$ cat config.mk
export PLATFORM = sky130hd
export DESIGN_NAME = tdcr_readout
export DESIGN_NICKNAME = d
export VERILOG_FILES = /design/src/hw/tdcr_pkg.sv /design/src/hw/tdcr_readout.sv /design/src/hw/tdcr_alu.sv
export SDC_FILE = /design/constraint.sdc
export NUM_CORES = 1
export LEC_CHECK = 0
export ABC_AREA = 1
export BUFFER_PORTS_ARGS = -buffer_cell sky130_fd_sc_hd__buf_2
export CORE_MARGIN = 1
export CORE_UTILIZATION = 25
export CTS_BUF_LIST = sky130_fd_sc_hd__clkbuf_4 sky130_fd_sc_hd__clkbuf_8
export CTS_CLUSTER_DIAMETER = 50
export DETAILED_ROUTE_END_ITERATION = 8
export PLACE_DENSITY = 0.51
export SLEW_MARGIN = 15
export SYNTH_ARGS = -nofsm -noshare
export SYNTH_HDL_FRONTEND = slang
export SYNTH_SLANG_ARGS = --single-unit
$ cat constraint.sdc
create_clock -name REF_CLK -period 4.15 [get_ports REF_CLK]
set_input_delay 0.415 -clock REF_CLK [delete_from_list [all_inputs] [get_ports REF_CLK]]
set_output_delay 0.415 -clock REF_CLK [all_outputs]
set_load 0.02 [all_outputs]
$ cat src/hw/tdcr_pkg.sv
// Purpose: shared constants for the TDC result and status readout
// Assumes: 125 MHz system clock, register index = byte address / 4
// Notes:   control and command layouts are local to this design
package tdcr_pkg;
    // register indices, byte address is index * 4
    localparam logic [5:0] IDX_RES0  = 6'h00;
    localparam logic [5:0] IDX_STAT  = 6'h04;
    localparam logic [5:0] IDX_CFGRB = 6'h05;
    localparam logic [5:0] IDX_CTRL  = 6'h06;
    localparam logic [5:0] IDX_CMD   = 6'h07;
    // control register fields
    localparam int CTL_OPA  = 0;
    localparam int CTL_OPB  = 4;
    localparam int CTL_HIT1 = 8;
    localparam int CTL_HIT2 = 11;
    localparam int CTL_CAL  = 14;
    localparam int CTL_MR2  = 15;
    localparam int CTL_DIV  = 16;
    localparam int CTL_ERRV = 18;
    localparam int CTL_FALL = 19;
    localparam int CTL_BOTH = 22;
    localparam logic [23:0] CTRL_RST = 24'h00_4901;
    // command bits, write one to trigger
    localparam int CMD_INIT = 0;
    localparam int CMD_CAL  = 1;
    localparam int CMD_CALC = 2;
    localparam int CMD_TEMP = 3;
    // status fields
    localparam int ST_PTR   = 0;
    localparam int ST_HIT1  = 3;
    localparam int ST_HIT2  = 6;
    localparam int ST_TOTDC = 9;
    localparam int ST_TOPRE = 10;
    localparam int ST_OPEN  = 11;
    localparam int ST_SHORT = 12;
    // operand codes
    localparam logic [3:0] OP_START = 4'h0;
    localparam logic [3:0] OP_NONE  = 4'h5;
    localparam logic [3:0] OP_CAL1  = 4'h6;
    localparam logic [3:0] OP_CAL2  = 4'h7;
    // limits and timing
    localparam logic [19:0] TDC_SPAN   = 20'h0_6670;
    localparam logic [19:0] TEMP_LIMIT = 20'hF_FFFF;
    localparam logic [31:0] ALL_ONES   = 32'hFFFF_FFFF;
    localparam int CLK_PERIOD_NS = 8;
    localparam int REF_PERIOD_NS = 64;
    localparam int REF_BASE_CYC  = (REF_PERIOD_NS + CLK_PERIOD_NS - 1) / CLK_PERIOD_NS;
    localparam int SHORT_MIN_NS  = 2000;
    localparam int SHORT_MIN_CYC = (SHORT_MIN_NS + CLK_PERIOD_NS - 1) / CLK_PERIOD_NS;

    typedef enum logic [2:0] {
        ST_IDLE,
        ST_MEAS,
        ST_CALIB,
        ST_CALC,
        ST_TEMP
    } tdcr_state_t;
endpackage

$ cat src/hw/tdcr_readout.sv
// Purpose: two-channel TDC result, status and config readback bank
// Assumes: pins synchronous to REF_CLK, one fine step per clock
// Notes:   results are written only by the arithmetic unit
`timescale 1ns/100ps
// How it works
// - four read-only 32-bit results at indices 0..3, format 16.16
// - status bits 2:0 point at next free result, advance on store
// - status 5:3 and 8:6 count hits on stop channel 1 and 2
// - status bit 9 flags overflow of the time-measuring unit
// - status bit 10 flags 14-bit precounter overflow in range two
// - temperature run sets bit 11 for open, bit 12 for short sensor
// - negative results only in range one, range two is unsigned
// - raw output only in range one, range two always calibrated
// - calibrated range one at or beyond two reference periods stores all ones
// - calibrated results count internal reference periods, divider 1, 2 or 4
// - calibrated result fills one register, two's complement, MSB first
// - raw result is signed 16-bit count in upper half, low half zero
// - temperature result uses the range two calibrated format
// - each stop channel takes up to four hits per measurement
// - edge selection per channel is honoured when capturing hits
// - enable inputs gate start and stop, hits only inside window
// - in range one any recorded event can be differenced against any other, range two always against start
// - start begins, stop ends interval, 20-bit raw timestamp range
// - calibration measures one and two reference periods
// - range one measurement bounded by span of 26224 fine steps, range two by the precounter
// - with error value enabled a timeout stores all ones
module tdcr_readout (
    // clock and reset
    input  wire logic        REF_CLK,
    input  wire logic        SYS_RST,
    // wishbone slave
    input  wire logic        WB_CYC,
    input  wire logic        WB_STB,
    input  wire logic        WB_WE,
    input  wire logic [7:0]  WB_ADR,
    input  wire logic [3:0]  WB_SEL,
    input  wire logic [31:0] WB_DAT_WR,
    output logic [31:0]      WB_DAT_RD,
    output logic             WB_ACK,
    // measurement pins
    input  wire logic        START_IN,
    input  wire logic        STOP1_IN,
    input  wire logic        STOP2_IN,
    input  wire logic        EN_START,
    input  wire logic        EN_STOP1,
    input  wire logic        EN_STOP2,
    input  wire logic        SENSE_DONE,
    // state
    output logic             BUSY
);
    import tdcr_pkg::*;

    ////////////////////////////////////////////////////////////////////
    // declarations

    logic [23:0]  ctrl_reg;
    logic         ack_reg;
    logic [31:0]  rd_data_reg;
    logic [31:0]  res_reg [4];
    logic [2:0]   ptr_reg;
    logic         to_tdc_reg;
    logic         to_pre_reg;
    logic         open_reg;
    logic         short_reg;
    tdcr_state_t  state_reg;
    logic [19:0]  ts_reg;
    logic [13:0]  pre_reg;
    logic [19:0]  start_ts_reg;
    logic         start_seen_reg;
    logic [19:0]  cal1_reg;
    logic [19:0]  cal2_reg;
    logic [1:0]   cal_phase_reg;
    logic [7:0]   div_cnt_reg;
    logic [7:0]   div_top;
    logic         ref_tick;
    logic [2:0]   pin_prev_reg;
    logic [2:0]   pin_now;
    logic [2:0]   pin_en;
    logic [2:0]   edge_hit;
    logic [19:0]  stop_ts [8];
    logic [2:0]   hit_cnt [2];
    logic [2:0]   hit_max [2];
    logic         alu_go_reg;
    logic [19:0]  alu_a_reg;
    logic [19:0]  alu_b_reg;
    logic         alu_uns_reg;
    logic         alu_err_reg;
    logic         alu_done;
    logic [31:0]  alu_result;
    logic [5:0]   bus_idx;
    logic         bus_wr;
    logic         cmd_init;
    logic         cmd_cal;
    logic         cmd_calc;
    logic         cmd_temp;
    logic         meas_done;
    logic         tdc_over;
    logic         pre_over;
    logic [15:0]  status;

    ////////////////////////////////////////////////////////////////////
    // wishbone slave, one wait state, unmapped reads return zero

    assign bus_idx  = WB_ADR[7:2];
    assign bus_wr   = WB_CYC && WB_STB && WB_WE && !ack_reg;
    // commands only while idle, so a running job is never half cleared
    assign cmd_init = bus_wr && !BUSY && bus_idx == IDX_CMD && WB_SEL[0] && WB_DAT_WR[CMD_INIT];
    assign cmd_cal  = bus_wr && !BUSY && bus_idx == IDX_CMD && WB_SEL[0] && WB_DAT_WR[CMD_CAL];
    assign cmd_calc = bus_wr && !BUSY && bus_idx == IDX_CMD && WB_SEL[0] && WB_DAT_WR[CMD_CALC];
    assign cmd_temp = bus_wr && !BUSY && bus_idx == IDX_CMD && WB_SEL[0] && WB_DAT_WR[CMD_TEMP];
    assign WB_ACK   = ack_reg;
    assign WB_DAT_RD = rd_data_reg;
    assign BUSY     = state_reg != ST_IDLE;

    assign status = {3'h0, short_reg, open_reg, to_pre_reg, to_tdc_reg,
                     hit_cnt[1], hit_cnt[0], ptr_reg};

    always_ff @(posedge REF_CLK) begin
        if (SYS_RST) begin
            ack_reg <= 1'b0;
        end else begin
            ack_reg <= WB_CYC && WB_STB && !ack_reg;
        end
    end

    always_ff @(posedge REF_CLK) begin
        if (SYS_RST) begin
            rd_data_reg <= 32'h0000_0000;
        end else if (WB_CYC && WB_STB && !WB_WE && !ack_reg) begin
            case (bus_idx)
                6'h00, 6'h01, 6'h02, 6'h03: rd_data_reg <= res_reg[bus_idx[1:0]];
                IDX_STAT:  rd_data_reg <= {16'h0000, status};
                IDX_CFGRB: rd_data_reg <= {24'h00_0000, ctrl_reg[23:16]};
                IDX_CTRL:  rd_data_reg <= {8'h00, ctrl_reg};
                IDX_CMD:   rd_data_reg <= {31'h0, BUSY};
                default:   rd_data_reg <= 32'h0000_0000;
            endcase
        end
    end

    // control bytes, the top byte is not implemented
    always_ff @(posedge REF_CLK) begin
        if (SYS_RST) begin
            ctrl_reg <= CTRL_RST;
        end else if (bus_wr && bus_idx == IDX_CTRL) begin
            for (int b = 0; b < 3; b++) begin
                if (WB_SEL[b]) begin
                    ctrl_reg[8*b +: 8] <= WB_DAT_WR[8*b +: 8];
                end
            end
        end
    end

    ////////////////////////////////////////////////////////////////////
    // internal reference tick, external reference divided by 1, 2 or 4

    always_comb begin
        case (ctrl_reg[CTL_DIV +: 2])
            2'd0:    div_top = 8'(REF_BASE_CYC - 1);
            2'd1:    div_top = 8'(2 * REF_BASE_CYC - 1);
            default: div_top = 8'(4 * REF_BASE_CYC - 1);
        endcase
    end

    always_ff @(posedge REF_CLK) begin
        if (SYS_RST || div_cnt_reg >= div_top) begin
            div_cnt_reg <= 8'h00;
        end else begin
            div_cnt_reg <= div_cnt_reg + 8'd1;
        end
    end
    assign ref_tick = div_cnt_reg == div_top;

    ////////////////////////////////////////////////////////////////////
    // edge detection per input: start, stop 1, stop 2

    assign pin_now = {STOP2_IN, STOP1_IN, START_IN};
    assign pin_en  = {EN_STOP2, EN_STOP1, EN_START};

    always_ff @(posedge REF_CLK) begin
        if (SYS_RST) begin
            pin_prev_reg <= 3'h0;
        end else begin
            pin_prev_reg <= pin_now;
        end
    end

    generate
        for (genvar c = 0; c < 3; c++) begin : g_edge
            logic both;
            assign both = (c == 0) ? 1'b0 : ctrl_reg[CTL_BOTH + c - 1];
            // hits outside the enable window are dropped
            assign edge_hit[c] = pin_en[c] &&
                (both ? (pin_now[c] ^ pin_prev_reg[c]) :
                 ctrl_reg[CTL_FALL + c] ? (pin_prev_reg[c] && !pin_now[c]) :
                 (!pin_prev_reg[c] && pin_now[c]));
        end
    endgenerate

    ////////////////////////////////////////////////////////////////////
    // stop channel hit capture

    assign hit_max[0] = ctrl_reg[CTL_HIT1 +: 3];
    assign hit_max[1] = ctrl_reg[CTL_HIT2 +: 3];

    generate
        for (genvar c = 0; c < 2; c++) begin : g_stop
            logic [19:0] ts_q [4];
            logic [2:0]  cnt_q;
            logic        take;
            // a stop before the start is not an interval end
            assign take = state_reg == ST_MEAS && start_seen_reg && edge_hit[c + 1] &&
                          cnt_q < hit_max[c] && cnt_q < 3'd4;
            always_ff @(posedge REF_CLK) begin
                if (SYS_RST || cmd_init) begin
                    cnt_q <= 3'd0;
                end else if (take) begin
                    cnt_q <= cnt_q + 3'd1;
                end
            end
            always_ff @(posedge REF_CLK) begin
                if (take) begin
                    ts_q[cnt_q[1:0]] <= ts_reg;
                end
            end
            assign hit_cnt[c] = cnt_q;
            for (genvar k = 0; k < 4; k++) begin : g_ts
                assign stop_ts[c*4 + k] = ts_q[k];
            end
        end
    endgenerate

    ////////////////////////////////////////////////////////////////////
    // measurement sequencing

    assign meas_done = start_seen_reg && hit_cnt[0] >= hit_max[0] &&
                       hit_cnt[1] >= hit_max[1];
    assign tdc_over  = !ctrl_reg[CTL_MR2] && ts_reg >= TDC_SPAN - 20'd1;
    assign pre_over  = ctrl_reg[CTL_MR2] && ref_tick && pre_reg == 14'h3FFF;

    // operand selection, any event against any other in range one, range two forces start as operand B
    function automatic logic [19:0] pick(input logic [3:0] code);
        case (code)
            OP_START: pick = start_ts_reg;
            OP_CAL1:  pick = cal1_reg;
            OP_CAL2:  pick = cal2_reg;
            4'h1, 4'h2, 4'h3, 4'h4, 4'h9, 4'hA, 4'hB, 4'hC:
                pick = stop_ts[{code[3], 2'(code[1:0] - 2'd1)}];
            default:  pick = 20'h0_0000;
        endcase
    endfunction

    always_ff @(posedge REF_CLK) begin
        if (SYS_RST) begin
            state_reg     <= ST_IDLE;
            ts_reg        <= 20'h0_0000;
            pre_reg       <= 14'h0000;
            cal_phase_reg <= 2'd0;
        end else begin
            case (state_reg)
                ST_IDLE: begin
                    ts_reg  <= 20'h0_0000;
                    pre_reg <= 14'h0000;
                    if (cmd_init) begin
                        state_reg <= ST_MEAS;
                    end else if (cmd_cal) begin
                        cal_phase_reg <= 2'd0;
                        state_reg     <= ST_CALIB;
                    end else if (cmd_calc && ctrl_reg[CTL_OPA +: 4] != OP_NONE) begin
                        state_reg <= ST_CALC;
                    end else if (cmd_temp) begin
                        state_reg <= ST_TEMP;
                    end
                end
                ST_MEAS: begin
                    ts_reg <= ts_reg + 20'd1;
                    if (ref_tick) begin
                        pre_reg <= pre_reg + 14'd1;
                    end
                    if (meas_done || tdc_over || pre_over) begin
                        state_reg <= ST_IDLE;
                    end
                end
                ST_CALIB: begin
                    ts_reg <= ts_reg + 20'd1;
                    if (ref_tick) begin
                        cal_phase_reg <= cal_phase_reg + 2'd1;
                        if (cal_phase_reg == 2'd0) begin
                            ts_reg <= 20'h0_0001;
                        end
                        if (cal_phase_reg == 2'd2) begin
                            state_reg <= ST_IDLE;
                        end
                    end
                end
                ST_CALC: begin
                    if (alu_done) begin
                        state_reg <= ST_IDLE;
                    end
                end
                ST_TEMP: begin
                    ts_reg <= ts_reg + 20'd1;
                    if (SENSE_DONE) begin
                        state_reg <= ST_CALC;
                    end else if (ts_reg == TEMP_LIMIT) begin
                        state_reg <= ST_IDLE;
                    end
                end
                default: state_reg <= ST_IDLE;
            endcase
        end
    end

    // start stamp
    always_ff @(posedge REF_CLK) begin
        if (SYS_RST || cmd_init) begin
            start_seen_reg <= 1'b0;
            start_ts_reg   <= 20'h0_0000;
        end else if (state_reg == ST_MEAS && edge_hit[0] && !start_seen_reg) begin
            start_seen_reg <= 1'b1;
            start_ts_reg   <= ts_reg;
        end
    end

    // calibration stamps, one and two reference periods
    always_ff @(posedge REF_CLK) begin
        if (SYS_RST) begin
            cal1_reg <= 20'h0_0000;
            cal2_reg <= 20'h0_0000;
        end else if (state_reg == ST_CALIB && ref_tick) begin
            if (cal_phase_reg == 2'd1) begin
                cal1_reg <= ts_reg;
            end
            if (cal_phase_reg == 2'd2) begin
                cal2_reg <= ts_reg;
            end
        end
    end

    ////////////////////////////////////////////////////////////////////
    // flags, a setting event wins over the init clear

    always_ff @(posedge REF_CLK) begin
        if (SYS_RST) begin
            to_tdc_reg <= 1'b0;
            to_pre_reg <= 1'b0;
            open_reg   <= 1'b0;
            short_reg  <= 1'b0;
        end else begin
            to_tdc_reg <= (to_tdc_reg && !cmd_init) ||
                          (state_reg == ST_MEAS && tdc_over);
            to_pre_reg <= (to_pre_reg && !cmd_init) ||
                          (state_reg == ST_MEAS && pre_over);
            open_reg   <= (open_reg && !cmd_init && !cmd_temp) ||
                          (state_reg == ST_TEMP && !SENSE_DONE &&
                           ts_reg == TEMP_LIMIT);
            short_reg  <= (short_reg && !cmd_init && !cmd_temp) ||
                          (state_reg == ST_TEMP && SENSE_DONE &&
                           ts_reg < 20'(SHORT_MIN_CYC));
        end
    end

    ////////////////////////////////////////////////////////////////////
    // arithmetic unit launch and result store

    always_ff @(posedge REF_CLK) begin
        if (SYS_RST) begin
            alu_go_reg  <= 1'b0;
            alu_a_reg   <= 20'h0_0000;
            alu_b_reg   <= 20'h0_0000;
            alu_uns_reg <= 1'b0;
            alu_err_reg <= 1'b0;
        end else begin
            alu_go_reg <= 1'b0;
            if (state_reg == ST_IDLE && !cmd_init && !cmd_cal && cmd_calc &&
                ctrl_reg[CTL_OPA +: 4] != OP_NONE) begin
                alu_go_reg  <= 1'b1;
                alu_a_reg   <= pick(ctrl_reg[CTL_OPA +: 4]);
                alu_b_reg   <= ctrl_reg[CTL_MR2] ? start_ts_reg :
                               pick(ctrl_reg[CTL_OPB +: 4]);
                alu_uns_reg <= ctrl_reg[CTL_MR2];
                alu_err_reg <= ctrl_reg[CTL_ERRV] && (to_tdc_reg || to_pre_reg);
            end else if (state_reg == ST_TEMP && SENSE_DONE) begin
                alu_go_reg  <= 1'b1;
                alu_a_reg   <= ts_reg;
                alu_b_reg   <= 20'h0_0000;
                alu_uns_reg <= 1'b1;
                alu_err_reg <= 1'b0;
            end
        end
    end

    tdcr_alu u_alu (
        .clk           (REF_CLK),
        .rst           (SYS_RST),
        .go            (alu_go_reg),
        .op_a          (alu_a_reg),
        .op_b          (alu_b_reg),
        .tref          (cal2_reg - cal1_reg),
        .calibrate     (ctrl_reg[CTL_CAL] || alu_uns_reg),
        .unsigned_mode (alu_uns_reg),
        .force_err     (alu_err_reg),
        .done          (alu_done),
        .result        (alu_result)
    );

    // results stay readable after init, only the pointer restarts
    always_ff @(posedge REF_CLK) begin
        if (SYS_RST) begin
            ptr_reg <= 3'd0;
            for (int i = 0; i < 4; i++) begin
                res_reg[i] <= 32'h0000_0000;
            end
        end else if (alu_done && ptr_reg < 3'd4) begin
            res_reg[ptr_reg[1:0]] <= alu_result;
            ptr_reg <= ptr_reg + 3'd1;
        end else if (cmd_init) begin
            ptr_reg <= 3'd0;
        end
    end
endmodule

$ cat src/hw/tdcr_alu.sv
// Purpose: result arithmetic unit, operand difference and calibration
// Assumes: go is a one-cycle pulse while idle, operands held by caller
// Notes:   restoring divider, 37 shift steps, done 38 cycles after go per calibrated result
`timescale 1ns/100ps
module tdcr_alu (
    // clock and reset
    input  wire logic        clk,
    input  wire logic        rst,
    // request
    input  wire logic        go,
    input  wire logic [19:0] op_a,
    input  wire logic [19:0] op_b,
    input  wire logic [19:0] tref,
    input  wire logic        calibrate,
    input  wire logic        unsigned_mode,
    input  wire logic        force_err,
    // answer
    output logic             done,
    output logic [31:0]      result
);
    import tdcr_pkg::*;

    logic [20:0] diff;
    logic [20:0] mag;
    logic        neg_reg;
    logic [36:0] num_reg;
    logic [20:0] rem_reg;
    logic [20:0] rem_sh;
    logic [5:0]  cnt_reg;
    logic        run_reg;

    assign diff   = {1'b0, op_a} - {1'b0, op_b};
    assign mag    = (diff[20] && !unsigned_mode) ? 21'(-diff) : {1'b0, diff[19:0]};
    assign rem_sh = {rem_reg[19:0], num_reg[36]};

    always_ff @(posedge clk) begin
        if (rst) begin
            run_reg <= 1'b0;
            done    <= 1'b0;
            result  <= 32'h0000_0000;
            cnt_reg <= 6'h00;
            num_reg <= 37'h0;
            rem_reg <= 21'h0;
            neg_reg <= 1'b0;
        end else begin
            done <= 1'b0;
            if (go) begin
                if (force_err) begin
                    result <= ALL_ONES;
                    done   <= 1'b1;
                end else if (!calibrate && !unsigned_mode) begin
                    result <= {diff[15:0], 16'h0000};
                    done   <= 1'b1;
                end else if (tref == 20'h0_0000 ||
                             (!unsigned_mode && mag >= {tref, 1'b0})) begin
                    result <= ALL_ONES;
                    done   <= 1'b1;
                end else begin
                    // scale to 16.16 in reference periods
                    num_reg <= {mag[20:0], 16'h0000};
                    rem_reg <= 21'h0;
                    neg_reg <= diff[20] && !unsigned_mode;
                    cnt_reg <= 6'd37;
                    run_reg <= 1'b1;
                end
            end else if (run_reg && cnt_reg != 6'd0) begin
                if (rem_sh >= {1'b0, tref}) begin
                    rem_reg <= rem_sh - {1'b0, tref};
                    num_reg <= {num_reg[35:0], 1'b1};
                end else begin
                    rem_reg <= rem_sh;
                    num_reg <= {num_reg[35:0], 1'b0};
                end
                cnt_reg <= cnt_reg - 6'd1;
            end else if (run_reg) begin
                // quotient is complete only once the last shift has landed
                run_reg <= 1'b0;
                done    <= 1'b1;
                result  <= neg_reg ? 32'(-num_reg[31:0]) : num_reg[31:0];
            end
        end
    end
endmodule

==> results.toml <==
[synth]
syn_avg_cell_area_um2 = 7.75
ys_seq_area_frac = 0.455
syn_inst = 4283
syn_area_um2 = 33200
yosysTopAreaCell = "edfxtp_1"
synth_warnings = 0
synth_top_area_frac = 0.261
synth_top_flop_cell = "dfxtp_1"
synth_area_leaders = "edfxtp_1, dfxtp_1, nand2_1"
yosys_register_bits = 610
synth_cell_type_count = 56
async_flop_share = 0
synth-edff-count = 288

[timing]
finalHoldViolCount = 0
timing.final.crit_share = 1.05
relSlewSlack = 0.278
fmax_ghz = 0.231
rsz0062_at_grt = "yes"
skew_ns = 0.0423
setup_ws_ns = -0.188
drv_slew = 0
setup_tns_ns = -11.72
setup_violations = 97
tightest_slew_ns = 1.08
min_period_ns = 4.34

[critical_path]
r2r_cells = 30
cpLargestDelayFamily = "simple AND/OR/NAND/NOR gates"
r2r-start = "alu_a_reg[0]"
ff2ff_setup_slack_ns = -0.19
crit_path_start = "alu_a_reg[0]"
cp_max_fo = 7
critical_path_cell_count = 30
cp.arrival_ns = 4.99
start_kind = "flop"
cp-end-kind = "flop"
cp.required_ns = 4.80
cp.buffers_inverters = 8
crit_end = "u_alu.num_reg[36]"
slowest_stage = "fa_2"
crit_type = "reg -> reg"
critical-path-max-stage-delay_ns = 0.58
timing.rr.end = "u_alu.num_reg[36]"

[route]
ant_nets = 0
initialDrtViolationCount = 2722
drc = 0
routed_via_density = 4.89
firstDrtPassIters = 5
wl_mm = 121
detail_route.wl_per_cell_um = 18.8
vias = 31478

[finish]
finalNetCount = 4765
fillCellCount = 13952
syn_to_final_growth_pct = 25.4
multi_input_area_um2 = 16700
design_area_um2 = 41600
seq_area_um2 = 15100
mostFrequentLayoutCell = "nand2_1"
largest_register_ff_count = 160
layout_common_cells = "nand2_1, nor2_1, inv_1"
drive_above_1_share = 0.189

[cts]
cts_root_buf = "clkbuf_8"
htreeDepth = 3
cts_buffer_depth = 3
clk_pin_slew_ns = 0.07
numCtsBuffers = 111
cts_tree = "yes"
insertion_delay_ns = 0.77
cts_sinks = 610

[floorplan]
die_y_um = 366
coreArea_um2 = 132000
start_util = 0.252
die_w_um = 366
io_pins = 90
rows = 133
die_area_um2 = 134000

[placement]
place_area_um2 = 37000
io_buffers = 78
place_congestion = 0.931
dp_hpwl_mm = 82.5

[global_routing]
grt_pass1_wl_mm = 183
grt_pass1_vias = 30307
grt.overflow.total = 0
antenna_found_initial = 10
grt_start_max_net_pins = 86
grt_use_total = 0.174

[worst_hold_path]
hold_path.class = "in -> reg"

[power_and_ir_drop]
power_density_nw_per_um2 = 595
vdd_ir_drop_max_mv = 0.658
p_leak_nw = 16.7

[job]
max_cap_viol_count = 0

[status]
violations = "setup timing"
status = "finished with violations"
area by class of cell:
class / count / share of cell area
Sequential cell: 610 / 0.363
Timing Repair Buffer: 398 / 0.0782
Tap cell: 1755 / 0.0528
Inverter: 477 / 0.0443
Multi-Input combinational cell: 2990 / 0.401
Clock buffer: 168 / 0.0517
Clock inverter: 36 / 0.00920
Antenna cell: 5 / 0.000301
tightest hold or removal path: cells and delay by family:
kind,cells,cell delay [ns]
buffers and inverters,1,0.16
AO/OA/AOI/OAI,2,0.22
through the flow:
step	worst slack [ns]	hold WS, ns	power (W)	util	cells
4_1_cts	-0.241	0.00102	0.0230	0.308	6414
5_1_grt	-0.400	0.0377	0.0262	0.316	6438
2_1_floorplan	0.110	0.418	0.0110	-	4284
6_report	-0.188	0.0674	0.0247	0.316	6439
3_5_place_dp	-0.447	0.445	0.0150	0.281	6158
3_3_place_gp	-0.386	0.431	0.0150	0.281	6158
synthesized netlist by cell type (all sizes together), types with 2 or more instances:
cell	instances
nand2	813
nor2	603
inv	473
o21ai	412
a21oi	325
dfxtp	322
edfxtp	288
nand3	204
clkbuf	170
ha	118
o211ai	76
o221ai	52
nand4	50
nor3	47
a22oi	40
buf	37
xor2	33
or2	24
o211a	22
o2111ai	21
o22ai	20
nor4	17
a31oi	15
a211oi	14
o31ai	14
xnor2	14
nand3b	13
a41oi	12
o21bai	5
a21o	4
and2	4
clkinv	4
fa	3
a31o	2
nor3b	2
o21a	2
report_power, final:
part	switching [W]	internal [W]	leakage (nW)
Combinational	0.00627	0.00548	9.92
Sequential	0.000113	0.00644	5.49
Clock	0.00270	0.00374	1.34
Total	0.00908	0.0157	16.7
worst min path at each step:
stage,start,to,cells after the start
2_1_floorplan,div_cnt_reg[0],div_cnt_reg[0],1
3_3_place_gp,div_cnt_reg[0],div_cnt_reg[0],1
3_5_place_dp,pre_reg[13],pre_reg[13],1
4_1_cts,WB_DAT_WR[1],ctrl_reg[1],3
5_1_grt,WB_DAT_WR[1],ctrl_reg[1],3
6_report,WB_DAT_WR[1],ctrl_reg[1],3
timing repair:
action                                  4_1_cts  5_1_grt
hold buffers                                 29        0
resized for setup                           130      234
cloned                                        7        2
buffers inserted                             17       19
hold endpoints to repair                     25        0
pin swaps                                    36       69
endpoints found under the setup margin       98       98
logic make-up after synthesis:
kind of cell               after synthesis  share of synthesized area
and+or+nand+nor                       1778                      0.223
DFF                                    610                      0.455
buffers and inverters                  684                     0.0791
AOI/OAI and AO/OA                     1042                      0.184
other                                    1                   0.000113
xor gates and xnor gates                47                     0.0124
adders and majority gates              121                     0.0463
routing by layer:
layer | global-route usage | vias to the layer above | share of wire
li1 | - | 15182 | -
met1 | 0.237 | 15018 | 0.45
met2 | 0.278 | 1030 | 0.45
met3 | 0.0295 | 242 | 0.066
met4 | 0.0589 | 6 | 0.029
met5 | 0 | - | 0.00033
(Power assumes the default switching activity.)
